`config.mk`:
```
export PLATFORM = sky130hd
export DESIGN_NAME = port0_low_pin_function_select
export DESIGN_NICKNAME = d
export VERILOG_FILES = /design/src/hw/pin_func_pkg.sv /design/src/hw/port0_low_pin_function_select.sv
export SDC_FILE = /design/constraint.sdc
export NUM_CORES = 1
export LEC_CHECK = 0
export ABC_AREA = 1
export BUFFER_PORTS_ARGS = -buffer_cell sky130_fd_sc_hd__buf_2
export CELL_PAD_IN_SITES_DETAIL_PLACEMENT = 0
export CELL_PAD_IN_SITES_GLOBAL_PLACEMENT = 2
export CORE_UTILIZATION = 30
export DETAILED_ROUTE_END_ITERATION = 16
export PLACE_DENSITY_LB_ADDON = 0.2
export RECOVER_POWER = 25
export REMOVE_ABC_BUFFERS = 1
export SYNTH_ARGS = -nofsm -noshare
export SYNTH_HDL_FRONTEND = slang
export SYNTH_SLANG_ARGS = --single-unit
export TNS_END_PERCENT = 50
```
`constraint.sdc`:
```
create_clock -name clk -period 1.6 [get_ports clk]
set_input_delay 0.08 -clock clk [delete_from_list [all_inputs] [get_ports clk]]
set_output_delay 0.08 -clock clk [all_outputs]
set_load 0.1 [all_outputs]
```
`src/hw/pin_func_pkg.sv`:
```
package pin_func_pkg;
  // Register byte addresses on the AXI4-Lite bus.
  localparam logic [11:0] ADDR_THRESHOLD = 12'h1F6;
  localparam logic [11:0] ADDR_PIN_CTRL = 12'h200;
  localparam logic [11:0] ADDR_PIN_STATUS = 12'h204;
  // Threshold register layout.
  localparam logic [7:0] THRESHOLD_RESET = 8'h00;
  localparam logic [7:0] THRESHOLD_WMASK = 8'h3F;
  localparam int THRESHOLD_SEL_LO = 0;
  localparam int THRESHOLD_SEL_HI = 1;
  // Threshold codes.
  localparam logic [1:0] THR_HALF = 2'h0;
  localparam logic [1:0] THR_LOW = 2'h1;
  localparam logic [1:0] THR_HIGH = 2'h2;
  // Pin control register fields.
  localparam logic [31:0] PIN_CTRL_RESET = 32'h0000_0000;
  localparam int PC_DIR0 = 0;
  localparam int PC_DIR1 = 1;
  localparam int PC_CH_LSB = 2;
  localparam int PC_GRP_LSB = 5;
  localparam int PC_TIMER_A_LSB = 7;
  localparam int PC_TX_SEL = 10;
  localparam int PC_SMODE_LSB = 11;
  localparam int PC_OPEN_DRAIN = 14;
  localparam int PC_PULLUP = 15;
  localparam int PC_DRIVE_HIGH = 16;
  localparam int PC_DATA0 = 17;
  localparam int PC_DATA1 = 18;
  // Selector values.
  localparam logic [2:0] CH_SEL_PIN0 = 3'h7;
  localparam logic [2:0] CH_SEL_PIN1 = 3'h6;
  localparam logic [1:0] GRP_SEL_PORT0 = 2'h0;
  localparam logic [2:0] TIMER_A_ON_PIN0 = 3'h2;
  localparam logic [2:0] TIMER_A_ON_PIN1 = 3'h3;
  // Serial modes counted as active transmit modes.
  localparam logic [2:0] SMODE_SYNC = 3'h1;
  localparam logic [2:0] SMODE_ASYNC7 = 3'h4;
  localparam logic [2:0] SMODE_ASYNC8 = 3'h5;
  localparam logic [2:0] SMODE_ASYNC9 = 3'h6;
  // Pin function codes shown in the status register, then bus response codes.
  localparam logic [2:0] FN_GP_IN = 3'h0;
  localparam logic [2:0] FN_GP_OUT = 3'h1;
  localparam logic [2:0] FN_ANALOG = 3'h2;
  localparam logic [2:0] FN_SERIAL_TX = 3'h3;
  localparam logic [2:0] FN_TIMER_A = 3'h4;
  localparam logic [1:0] RESP_OKAY = 2'h0;
  localparam logic [1:0] RESP_SLVERR = 2'h2;
endpackage : pin_func_pkg

```
`src/hw/port0_low_pin_function_select.sv`:
```
// Implementation choice: register access over AXI4-Lite.
`timescale 1ns/10ps
// Behaviour
// - Each two-bit threshold field picks 0.50 (00), 0.35 (01) or 0.70 (10) of supply; 11 is forbidden but is stored if written.
// - Pin 0 is analog channel 7 when direction is 0, channel 111, group 00 and timer A select is not 010b.
// - Pin 1 is analog channel 6 when direction 0, channel 110, group 00, tx select 0, timer A not 011b.
// - Timer A select 010b puts the timer A signal on pin 0, the timer deciding input or output.
// - Pin 1 drives serial 1 transmit data when tx select is 1 and the serial mode is active.
// - With open-drain select 1 the serial transmit on pin 1 is N-channel open drain.
// - Pins 0 and 1 used as inputs get the pull-up when the port 0 low pull-up bit is 1.
// - Pins 0 and 1 used as outputs get high drive when the port 0 low drive bit is 1.
module port0_low_pin_function_select (
  input wire logic clk,
  input wire logic reset_n,
  input wire logic [11:0] s_axi_awaddr,
  input wire logic s_axi_awvalid,
  output logic s_axi_awready,
  input wire logic [31:0] s_axi_wdata,
  input wire logic [3:0] s_axi_wstrb,
  input wire logic s_axi_wvalid,
  output logic s_axi_wready,
  output logic [1:0] s_axi_bresp,
  output logic s_axi_bvalid,
  input wire logic s_axi_bready,
  input wire logic [11:0] s_axi_araddr,
  input wire logic s_axi_arvalid,
  output logic s_axi_arready,
  output logic [31:0] s_axi_rdata,
  output logic [1:0] s_axi_rresp,
  output logic s_axi_rvalid,
  input wire logic s_axi_rready,
  input wire logic serial1_transmit,
  input wire logic timer_chan_a_signal,
  input wire logic timer_chan_a_output_mode,
  input wire logic pin0_in,
  input wire logic pin1_in,
  output logic pin0_out,
  output logic pin0_oe_n,
  output logic pin1_out,
  output logic pin1_oe_n,
  output logic [1:0] pin_pullup_en,
  output logic [1:0] pin_drive_high,
  output logic analog_input_ch7,
  output logic analog_input_ch6,
  output logic timer_chan_a_in,
  output logic [1:0] threshold_sel_lo_hi,
  output logic [1:0] pin_sample
);
  logic [7:0] port4_input_threshold_ctrl;
  logic [31:0] pin_ctrl;
  logic [11:0] aw_addr;
  logic aw_held;
  logic [31:0] w_data;
  logic [3:0] w_strb;
  logic w_held;
  logic [2:0] sync0;
  logic [2:0] sync1;
  logic [2:0] fn0;
  logic [2:0] fn1;
  logic [2:0] next_fn0;
  logic [2:0] next_fn1;
  logic [2:0] channel_sel;
  logic [1:0] group_sel;
  logic [2:0] timer_a_sel;
  logic [2:0] serial_mode_field;
  logic serial_active;
  logic do_write;

  assign channel_sel = pin_ctrl[pin_func_pkg::PC_CH_LSB +: 3];
  assign group_sel = pin_ctrl[pin_func_pkg::PC_GRP_LSB +: 2];
  assign timer_a_sel = pin_ctrl[pin_func_pkg::PC_TIMER_A_LSB +: 3];
  assign serial_mode_field = pin_ctrl[pin_func_pkg::PC_SMODE_LSB +: 3];
  assign serial_active = (serial_mode_field == pin_func_pkg::SMODE_SYNC) ||
                         (serial_mode_field == pin_func_pkg::SMODE_ASYNC7) ||
                         (serial_mode_field == pin_func_pkg::SMODE_ASYNC8) ||
                         (serial_mode_field == pin_func_pkg::SMODE_ASYNC9);

  // Write channel: address and data are held independently, so either may come first.
  assign s_axi_awready = !aw_held && !s_axi_bvalid;
  assign s_axi_wready = !w_held && !s_axi_bvalid;
  assign do_write = aw_held && w_held && !s_axi_bvalid;

  always_ff @(posedge clk or negedge reset_n) begin
    if (!reset_n) begin
      aw_held <= 1'b0;
      aw_addr <= 12'h000;
    end else if (s_axi_awvalid && s_axi_awready) begin
      aw_held <= 1'b1;
      aw_addr <= s_axi_awaddr;
    end else if (do_write) begin
      aw_held <= 1'b0;
    end
  end

  always_ff @(posedge clk or negedge reset_n) begin
    if (!reset_n) begin
      w_held <= 1'b0;
      w_data <= 32'h0000_0000;
      w_strb <= 4'h0;
    end else if (s_axi_wvalid && s_axi_wready) begin
      w_held <= 1'b1;
      w_data <= s_axi_wdata;
      w_strb <= s_axi_wstrb;
    end else if (do_write) begin
      w_held <= 1'b0;
    end
  end

  always_ff @(posedge clk or negedge reset_n) begin
    if (!reset_n) begin
      s_axi_bvalid <= 1'b0;
      s_axi_bresp <= pin_func_pkg::RESP_OKAY;
    end else if (do_write) begin
      s_axi_bvalid <= 1'b1;
      if (aw_addr[11:2] == pin_func_pkg::ADDR_THRESHOLD[11:2] ||
          aw_addr[11:2] == pin_func_pkg::ADDR_PIN_CTRL[11:2]) begin
        s_axi_bresp <= pin_func_pkg::RESP_OKAY;
      end else begin
        s_axi_bresp <= pin_func_pkg::RESP_SLVERR;
      end
    end else if (s_axi_bready) begin
      s_axi_bvalid <= 1'b0;
    end
  end

  // Threshold register sits in the low byte of its word.
  always_ff @(posedge clk or negedge reset_n) begin
    if (!reset_n) begin
      port4_input_threshold_ctrl <= pin_func_pkg::THRESHOLD_RESET;
    end else if (do_write && w_strb[0] &&
                 aw_addr[11:2] == pin_func_pkg::ADDR_THRESHOLD[11:2]) begin
      port4_input_threshold_ctrl <= w_data[7:0] & pin_func_pkg::THRESHOLD_WMASK;
    end
  end

  // Code 11 is forbidden; the pad receives whatever is stored, so the choice is software's.
  assign threshold_sel_lo_hi = {port4_input_threshold_ctrl[pin_func_pkg::THRESHOLD_SEL_HI],
                                port4_input_threshold_ctrl[pin_func_pkg::THRESHOLD_SEL_LO]};

  always_ff @(posedge clk or negedge reset_n) begin
    if (!reset_n) begin
      pin_ctrl <= pin_func_pkg::PIN_CTRL_RESET;
    end else if (do_write && aw_addr[11:2] == pin_func_pkg::ADDR_PIN_CTRL[11:2]) begin
      for (int b = 0; b < 4; b++) begin
        if (w_strb[b]) begin
          pin_ctrl[b*8 +: 8] <= w_data[b*8 +: 8];
        end
      end
    end
  end

  // Read channel answers one cycle after the address is taken.
  assign s_axi_arready = !s_axi_rvalid;

  always_ff @(posedge clk or negedge reset_n) begin
    if (!reset_n) begin
      s_axi_rvalid <= 1'b0;
      s_axi_rdata <= 32'h0000_0000;
      s_axi_rresp <= pin_func_pkg::RESP_OKAY;
    end else if (s_axi_arvalid && s_axi_arready) begin
      s_axi_rvalid <= 1'b1;
      s_axi_rresp <= pin_func_pkg::RESP_OKAY;
      case (s_axi_araddr[11:2])
        pin_func_pkg::ADDR_THRESHOLD[11:2]: s_axi_rdata <= {24'h000000, port4_input_threshold_ctrl};
        pin_func_pkg::ADDR_PIN_CTRL[11:2]: s_axi_rdata <= pin_ctrl;
        pin_func_pkg::ADDR_PIN_STATUS[11:2]: s_axi_rdata <= {24'h000000, pin_sample, fn1, fn0};
        default: begin
          s_axi_rdata <= 32'h0000_0000;
          s_axi_rresp <= pin_func_pkg::RESP_SLVERR;
        end
      endcase
    end else if (s_axi_rready) begin
      s_axi_rvalid <= 1'b0;
    end
  end

  // Function resolution, peripheral claims first.
  always_comb begin
    if (timer_a_sel == pin_func_pkg::TIMER_A_ON_PIN0) begin
      next_fn0 = pin_func_pkg::FN_TIMER_A;
    end else if (!pin_ctrl[pin_func_pkg::PC_DIR0] && channel_sel == pin_func_pkg::CH_SEL_PIN0 &&
                 group_sel == pin_func_pkg::GRP_SEL_PORT0) begin
      next_fn0 = pin_func_pkg::FN_ANALOG;
    end else if (pin_ctrl[pin_func_pkg::PC_DIR0]) begin
      next_fn0 = pin_func_pkg::FN_GP_OUT;
    end else begin
      next_fn0 = pin_func_pkg::FN_GP_IN;
    end
  end

  always_comb begin
    if (pin_ctrl[pin_func_pkg::PC_TX_SEL] && serial_active) begin
      next_fn1 = pin_func_pkg::FN_SERIAL_TX;
    end else if (!pin_ctrl[pin_func_pkg::PC_TX_SEL] &&
                 timer_a_sel == pin_func_pkg::TIMER_A_ON_PIN1) begin
      next_fn1 = pin_func_pkg::FN_TIMER_A;
    end else if (!pin_ctrl[pin_func_pkg::PC_DIR1] && !pin_ctrl[pin_func_pkg::PC_TX_SEL] &&
                 channel_sel == pin_func_pkg::CH_SEL_PIN1 &&
                 group_sel == pin_func_pkg::GRP_SEL_PORT0) begin
      next_fn1 = pin_func_pkg::FN_ANALOG;
    end else if (pin_ctrl[pin_func_pkg::PC_DIR1]) begin
      next_fn1 = pin_func_pkg::FN_GP_OUT;
    end else begin
      next_fn1 = pin_func_pkg::FN_GP_IN;
    end
  end

  always_ff @(posedge clk or negedge reset_n) begin
    if (!reset_n) begin
      fn0 <= pin_func_pkg::FN_GP_IN;
      fn1 <= pin_func_pkg::FN_GP_IN;
    end else begin
      fn0 <= next_fn0;
      fn1 <= next_fn1;
    end
  end

  // Pad drive, registered so the pins never glitch on a register write.
  always_ff @(posedge clk or negedge reset_n) begin
    if (!reset_n) begin
      pin0_out <= 1'b0;
      pin0_oe_n <= 1'b1;
      pin1_out <= 1'b0;
      pin1_oe_n <= 1'b1;
    end else begin
      case (fn0)
        pin_func_pkg::FN_GP_OUT: begin
          pin0_out <= pin_ctrl[pin_func_pkg::PC_DATA0];
          pin0_oe_n <= 1'b0;
        end
        pin_func_pkg::FN_TIMER_A: begin
          pin0_out <= timer_chan_a_signal;
          pin0_oe_n <= !timer_chan_a_output_mode;
        end
        default: begin
          pin0_out <= 1'b0;
          pin0_oe_n <= 1'b1;
        end
      endcase
      case (fn1)
        pin_func_pkg::FN_GP_OUT: begin
          pin1_out <= pin_ctrl[pin_func_pkg::PC_DATA1];
          pin1_oe_n <= 1'b0;
        end
        pin_func_pkg::FN_TIMER_A: begin
          pin1_out <= timer_chan_a_signal;
          pin1_oe_n <= !timer_chan_a_output_mode;
        end
        pin_func_pkg::FN_SERIAL_TX: begin
          if (pin_ctrl[pin_func_pkg::PC_OPEN_DRAIN]) begin
            pin1_out <= 1'b0;
            pin1_oe_n <= serial1_transmit;
          end else begin
            pin1_out <= serial1_transmit;
            pin1_oe_n <= 1'b0;
          end
        end
        default: begin
          pin1_out <= 1'b0;
          pin1_oe_n <= 1'b1;
        end
      endcase
    end
  end

  // Pull-up only while not driving, high drive only while driving.
  always_ff @(posedge clk or negedge reset_n) begin
    if (!reset_n) begin
      pin_pullup_en <= 2'h0;
      pin_drive_high <= 2'h0;
      analog_input_ch7 <= 1'b0;
      analog_input_ch6 <= 1'b0;
      timer_chan_a_in <= 1'b0;
    end else begin
      pin_pullup_en[0] <= pin_ctrl[pin_func_pkg::PC_PULLUP] && pin0_oe_n;
      pin_pullup_en[1] <= pin_ctrl[pin_func_pkg::PC_PULLUP] && pin1_oe_n;
      pin_drive_high[0] <= pin_ctrl[pin_func_pkg::PC_DRIVE_HIGH] && !pin0_oe_n;
      pin_drive_high[1] <= pin_ctrl[pin_func_pkg::PC_DRIVE_HIGH] && !pin1_oe_n;
      analog_input_ch7 <= fn0 == pin_func_pkg::FN_ANALOG;
      analog_input_ch6 <= fn1 == pin_func_pkg::FN_ANALOG;
      // The timer input is registered like every other data output, at the cost of one cycle.
      timer_chan_a_in <= (fn0 == pin_func_pkg::FN_TIMER_A) ? pin_sample[0] : pin_sample[1];
    end
  end

  // Pins are asynchronous; a level is accepted once the second and third stages agree.
  always_ff @(posedge clk or negedge reset_n) begin
    if (!reset_n) begin
      sync0 <= 3'h0;
      sync1 <= 3'h0;
      pin_sample <= 2'h0;
    end else begin
      sync0 <= {sync0[1:0], pin0_in};
      sync1 <= {sync1[1:0], pin1_in};
      if (sync0[1] == sync0[2]) begin
        pin_sample[0] <= sync0[2];
      end
      if (sync1[1] == sync1[2]) begin
        pin_sample[1] <= sync1[2];
      end
    end
  end

endmodule : port0_low_pin_function_select

```
==> flow_metrics.py <==
metrics = {
    "power_and_ir_drop": {
        "power_density_nw_per_um2": 1400,
        "worst_ir_drop_vdd_v": 0.00147,
        "power.total_mw": 11.4,
        "p_leak_nw": 3.99,
    },
    "cts": {
        "tritoncts": "built",
        "setup_fix_bufs_post_cts": 0,
        "clk_slew_on_worst_s_h_paths_ns": 0.06,
        "tritoncts_num_sinks": 147,
        "clk-insertion-delay-late_ns": 0.42,
        "max-clock-path-buffers": 2,
        "buffer_cell_driving_the_clock_tree_root": "sky130_fd_sc_hd__clkbuf_16",
        "cts_buffers": 17,
        "cts.htree.levels": 4,
    },
    "logic_synthesis": {
        "synth_area_leader_cell": "sky130_fd_sc_hd__dfrtp_1",
        "library_cells_used_by_synthesis": 33,
        "seq_area_frac_synth_pct": 60.5,
        "yosys_warn_count": 0,
        "netlist_top_cells_area": "sky130_fd_sc_hd__dfrtp_1, sky130_fd_sc_hd__nand2_1, sky130_fd_sc_hd__mux2_2, sky130_fd_sc_hd__nand4_1, sky130_fd_sc_hd__o21ai_1",
        "synthCells": 590,
        "syn_area_um2": 6080,
        "synth_seq_cells": 147,
        "yosys.area.top_type_share_pct": 59.7,
        "syn_area_per_cell_um2": 10.3,
    },
    "sta": {
        "drv_slew": 0,
        "timing.final.setup_violations": 0,
        "worst_clock_skew_ns": 0.00834,
        "max_slew.worst_pin.slew_ns": 0.742,
        "hold_viol_final": 0,
        "worst_slew_margin_rel_pct": 50.5,
        "grt_setup_unrepaired": "false",
        "worst_slack_ns": 0.0977,
        "timing.final.crit_period_ns": 1.50,
        "layout_worst_path_cycle_share_pct": 93.9,
        "highest_achievable_clock_rate_mhz": 666,
    },
    "min_path": {
        "hold_start": "s_axi_wvalid",
        "worst_hold_path_type": "primary input to flip-flop",
    },
    "detailed_routing": {
        "route.antenna.remaining_nets": 0,
        "detail_route.wirelength.met1_um": 7050,
        "wl_per_cell_um": 13.9,
        "dr_wl_met3_um": 716,
        "detail_route.wirelength_um": 14600,
        "detail_route.iter0.violations": 200,
        "dr.pass1.iters": 4,
        "routed-via-count": 4649,
        "wl_met2_um": 6680,
        "top_layer": "met4",
        "post-route-drc-count": 0,
        "viasPerCell": 4.44,
    },
    "global_route": {
        "grt_antenna_before_repair": 1,
        "grt_first_pass_wirelength_um": 24200,
        "maximum_number_of_pins_on_one_net_before_global_route_repair": 52,
        "global_route.usage.total_pct": 15.2,
        "vias_in_the_first_global_route": 4662,
        "grt_overflow_total": 0,
    },
    "place": {
        "gp_routability_congestion": 0.762,
        "quantity_of_i_o_buffers_inserted_on_ports": 121,
        "placedInstanceArea_um2": 7010,
        "detailedPlace.worstSlack_ns": 0.0969,
        "hpwl_um": 10200,
    },
    "layout": {
        "final_design_area_no_fill_um2": 8090,
        "areaGrowthSynthToFinish_pct": 33.0,
        "post_route_cells_drive_above_1_share_pct": 28.1,
        "filler_cell_count": 1979,
        "layout.nets": 841,
    },
    "setup_path": {
        "critPathSlowestCell": "sky130_fd_sc_hd__buf_2",
        "r2r-start": "s_axi_bvalid$_DFFE_PN0P_",
        "endpoint_kind": "output port",
        "path_cells": "nor2_1, buf_2",
        "crit_fanout": 4,
        "worst-endpoint-required_ns": 1.52,
        "worst_ep_arrival_time_ns": 1.42,
        "critical_setup_path_kind": "flip-flop to output port",
        "origin_of_the_worst_setup_path": "s_axi_bvalid$_DFFE_PN0P_",
        "cp_slowest_stage_delay_ns": 0.44,
        "startpoint_type_of_the_worst_setup_path": "flip-flop",
    },
    "die": {
        "fp.dieW_um": 144,
        "fp.dieArea_um2": 20800,
        "fp.dieH_um": 144,
        "initial_core_util_pct": 30.9,
        "core_region_area_um2": 19700,
        "rows": 51,
        "io-pin-count": 128,
    },
    "run_status": {
        "outcome": "finished, final reports clean",
    },
    "flow_run": {
        "max_cap_check_violation_count": 0,
    },
}
==> power breakdown <==
part           total [mW]  internal (mW)  switching (mW)
Clock                3.77           2.16            1.61
Sequential           4.94           4.42           0.514
Combinational        2.65          0.962            1.69
==> state kept, by name, indices dropped and copies added, names as in the netlist, 2 cells and up <==
name / flops
pin_sample: 2
fn1: 3
w_data: 32
s_axi_rdata: 32
port4_input_threshold_ctrl: 6
sync1: 3
w_strb: 4
pin_pullup_en: 2
pin_drive_high: 2
fn0: 3
sync0: 3
pin_ctrl: 32
aw_addr: 10
==> logic make-up after synthesis <==
group	count (synthesis)	synth area share, %
fa+ha+maj	2	0.329
other cells	1	0.0617
simple gates	278	21.5
buf+inv	67	5.82
mux	33	6.11
compound gates	62	5.70
flops	147	60.5
==> layout by cell type (no fill, tap or decap), types with 2 or more instances in the layout <==
| master | count |
|---|---|
| sky130_fd_sc_hd__buf_4 | 7 |
| sky130_fd_sc_hd__nand3_4 | 4 |
| sky130_fd_sc_hd__nand3_1 | 26 |
| sky130_fd_sc_hd__dfrtp_1 | 145 |
| sky130_fd_sc_hd__o21ai_2 | 6 |
| sky130_fd_sc_hd__mux2_2 | 33 |
| sky130_fd_sc_hd__inv_2 | 2 |
| sky130_fd_sc_hd__nand4_1 | 42 |
| sky130_fd_sc_hd__nor2_2 | 3 |
| sky130_fd_sc_hd__buf_12 | 5 |
| sky130_fd_sc_hd__buf_2 | 120 |
| sky130_fd_sc_hd__inv_1 | 35 |
| sky130_fd_sc_hd__o31ai_1 | 2 |
| sky130_fd_sc_hd__conb_1 | 2 |
| sky130_fd_sc_hd__a21oi_1 | 14 |
| sky130_fd_sc_hd__nand2_4 | 2 |
| sky130_fd_sc_hd__o21ai_0 | 9 |
| sky130_fd_sc_hd__clkinv_2 | 3 |
| sky130_fd_sc_hd__clkinv_4 | 3 |
| sky130_fd_sc_hd__nand2_1 | 159 |
| sky130_fd_sc_hd__nor3_1 | 7 |
| sky130_fd_sc_hd__dlygate4sd3_1 | 54 |
| sky130_fd_sc_hd__dfstp_1 | 2 |
| sky130_fd_sc_hd__nor2_4 | 3 |
| sky130_fd_sc_hd__o211ai_1 | 2 |
| sky130_fd_sc_hd__clkbuf_16 | 17 |
| sky130_fd_sc_hd__nor2_1 | 28 |
| sky130_fd_sc_hd__clkinvlp_4 | 2 |
| sky130_fd_sc_hd__maj3_1 | 2 |
| sky130_fd_sc_hd__o21ai_1 | 28 |
| sky130_fd_sc_hd__inv_6 | 5 |
==> synthesized netlist by cell type (all sizes together) <==
| cell type | number |
|---|---|
| maj3 | 2 |
| o31ai | 2 |
| conb | 1 |
| nand4 | 43 |
| a21oi | 14 |
| nor3 | 7 |
| buf | 26 |
| nor2 | 34 |
| a22o | 1 |
| nand3b | 1 |
| o21ai | 43 |
| clkbuf | 4 |
| mux2 | 33 |
| nor4 | 1 |
| nand2 | 161 |
| nor4b | 1 |
| inv | 37 |
| nand3 | 30 |
| dfrtp | 145 |
| dfstp | 2 |
| o211ai | 2 |
==> timing repair <==
| action | CTS | global route |
|---|---|---|
| resized for setup | 0 | 2 |
| endpoints found under the setup margin | 0 | 7 |
| hold buffers | 54 | 0 |
| endpoints found under the hold margin | 100 | 0 |
==> final timing paths <==
kind                                                             end  slack, ns  depth (start not counted)
max                                                    s_axi_awready        0.1                          2
min                                               w_held$_DFFE_PN0P_       0.11                          4
max reg2reg                port4_input_threshold_ctrl[2]$_DFFE_PN0P_       0.17                          7
min reg2reg                                       sync1[1]$_DFF_PN0_       0.35                          0
max in group asynchronous                    pin_ctrl[0]$_DFFE_PN0P_       0.30                          3
min in group asynchronous                 s_axi_rdata[7]$_DFFE_PN0P_       0.18                          2
==> per-layer routing <==
layer,vias up,GRT usage (%)
li1,2340,-
met1,2191,20.6
met2,107,23.7
met3,11,3.81
met4,0,5.32
met5,-,0
==> stage by stage <==
step | hold WS [ns] | std cells | setup TNS [ns] | utilization (%)
after floorplan | -0.216 | 561 | -128.73 | -
after global placement | 0.0689 | 961 | 0 | 35.7
after detailed placement | 0.0805 | 961 | 0 | 35.7
after CTS | 0.103 | 1047 | 0 | 41.2
after global routing | 0.125 | 1048 | 0 | 41.1
final | 0.108 | 1048 | 0 | 41.1
==> critical path: cells and delay by family, from the launching register on <==
kind | cells | cell delay, ns
buffers and inverters | 1 | 0.44
DFF | 1 | 0.42
and+or+nand+nor | 1 | 0.14
==> area by class of cell <==
type / count / area [um^2] / area share (%)
sequential: 147 / 3680 / 45.5
multi-input combinational: 377 / 2060 / 25.4
timing repair buffer: 189 / 1320 / 16.3
clock buffer: 18 / 429 / 5.31
tap: 265 / 332 / 4.10
inverter: 37 / 139 / 1.72
clock inverter: 14 / 130 / 1.61
antenna: 1 / 2.50 / 0.0309
Note: power is estimated with default switching activity, not from simulation.
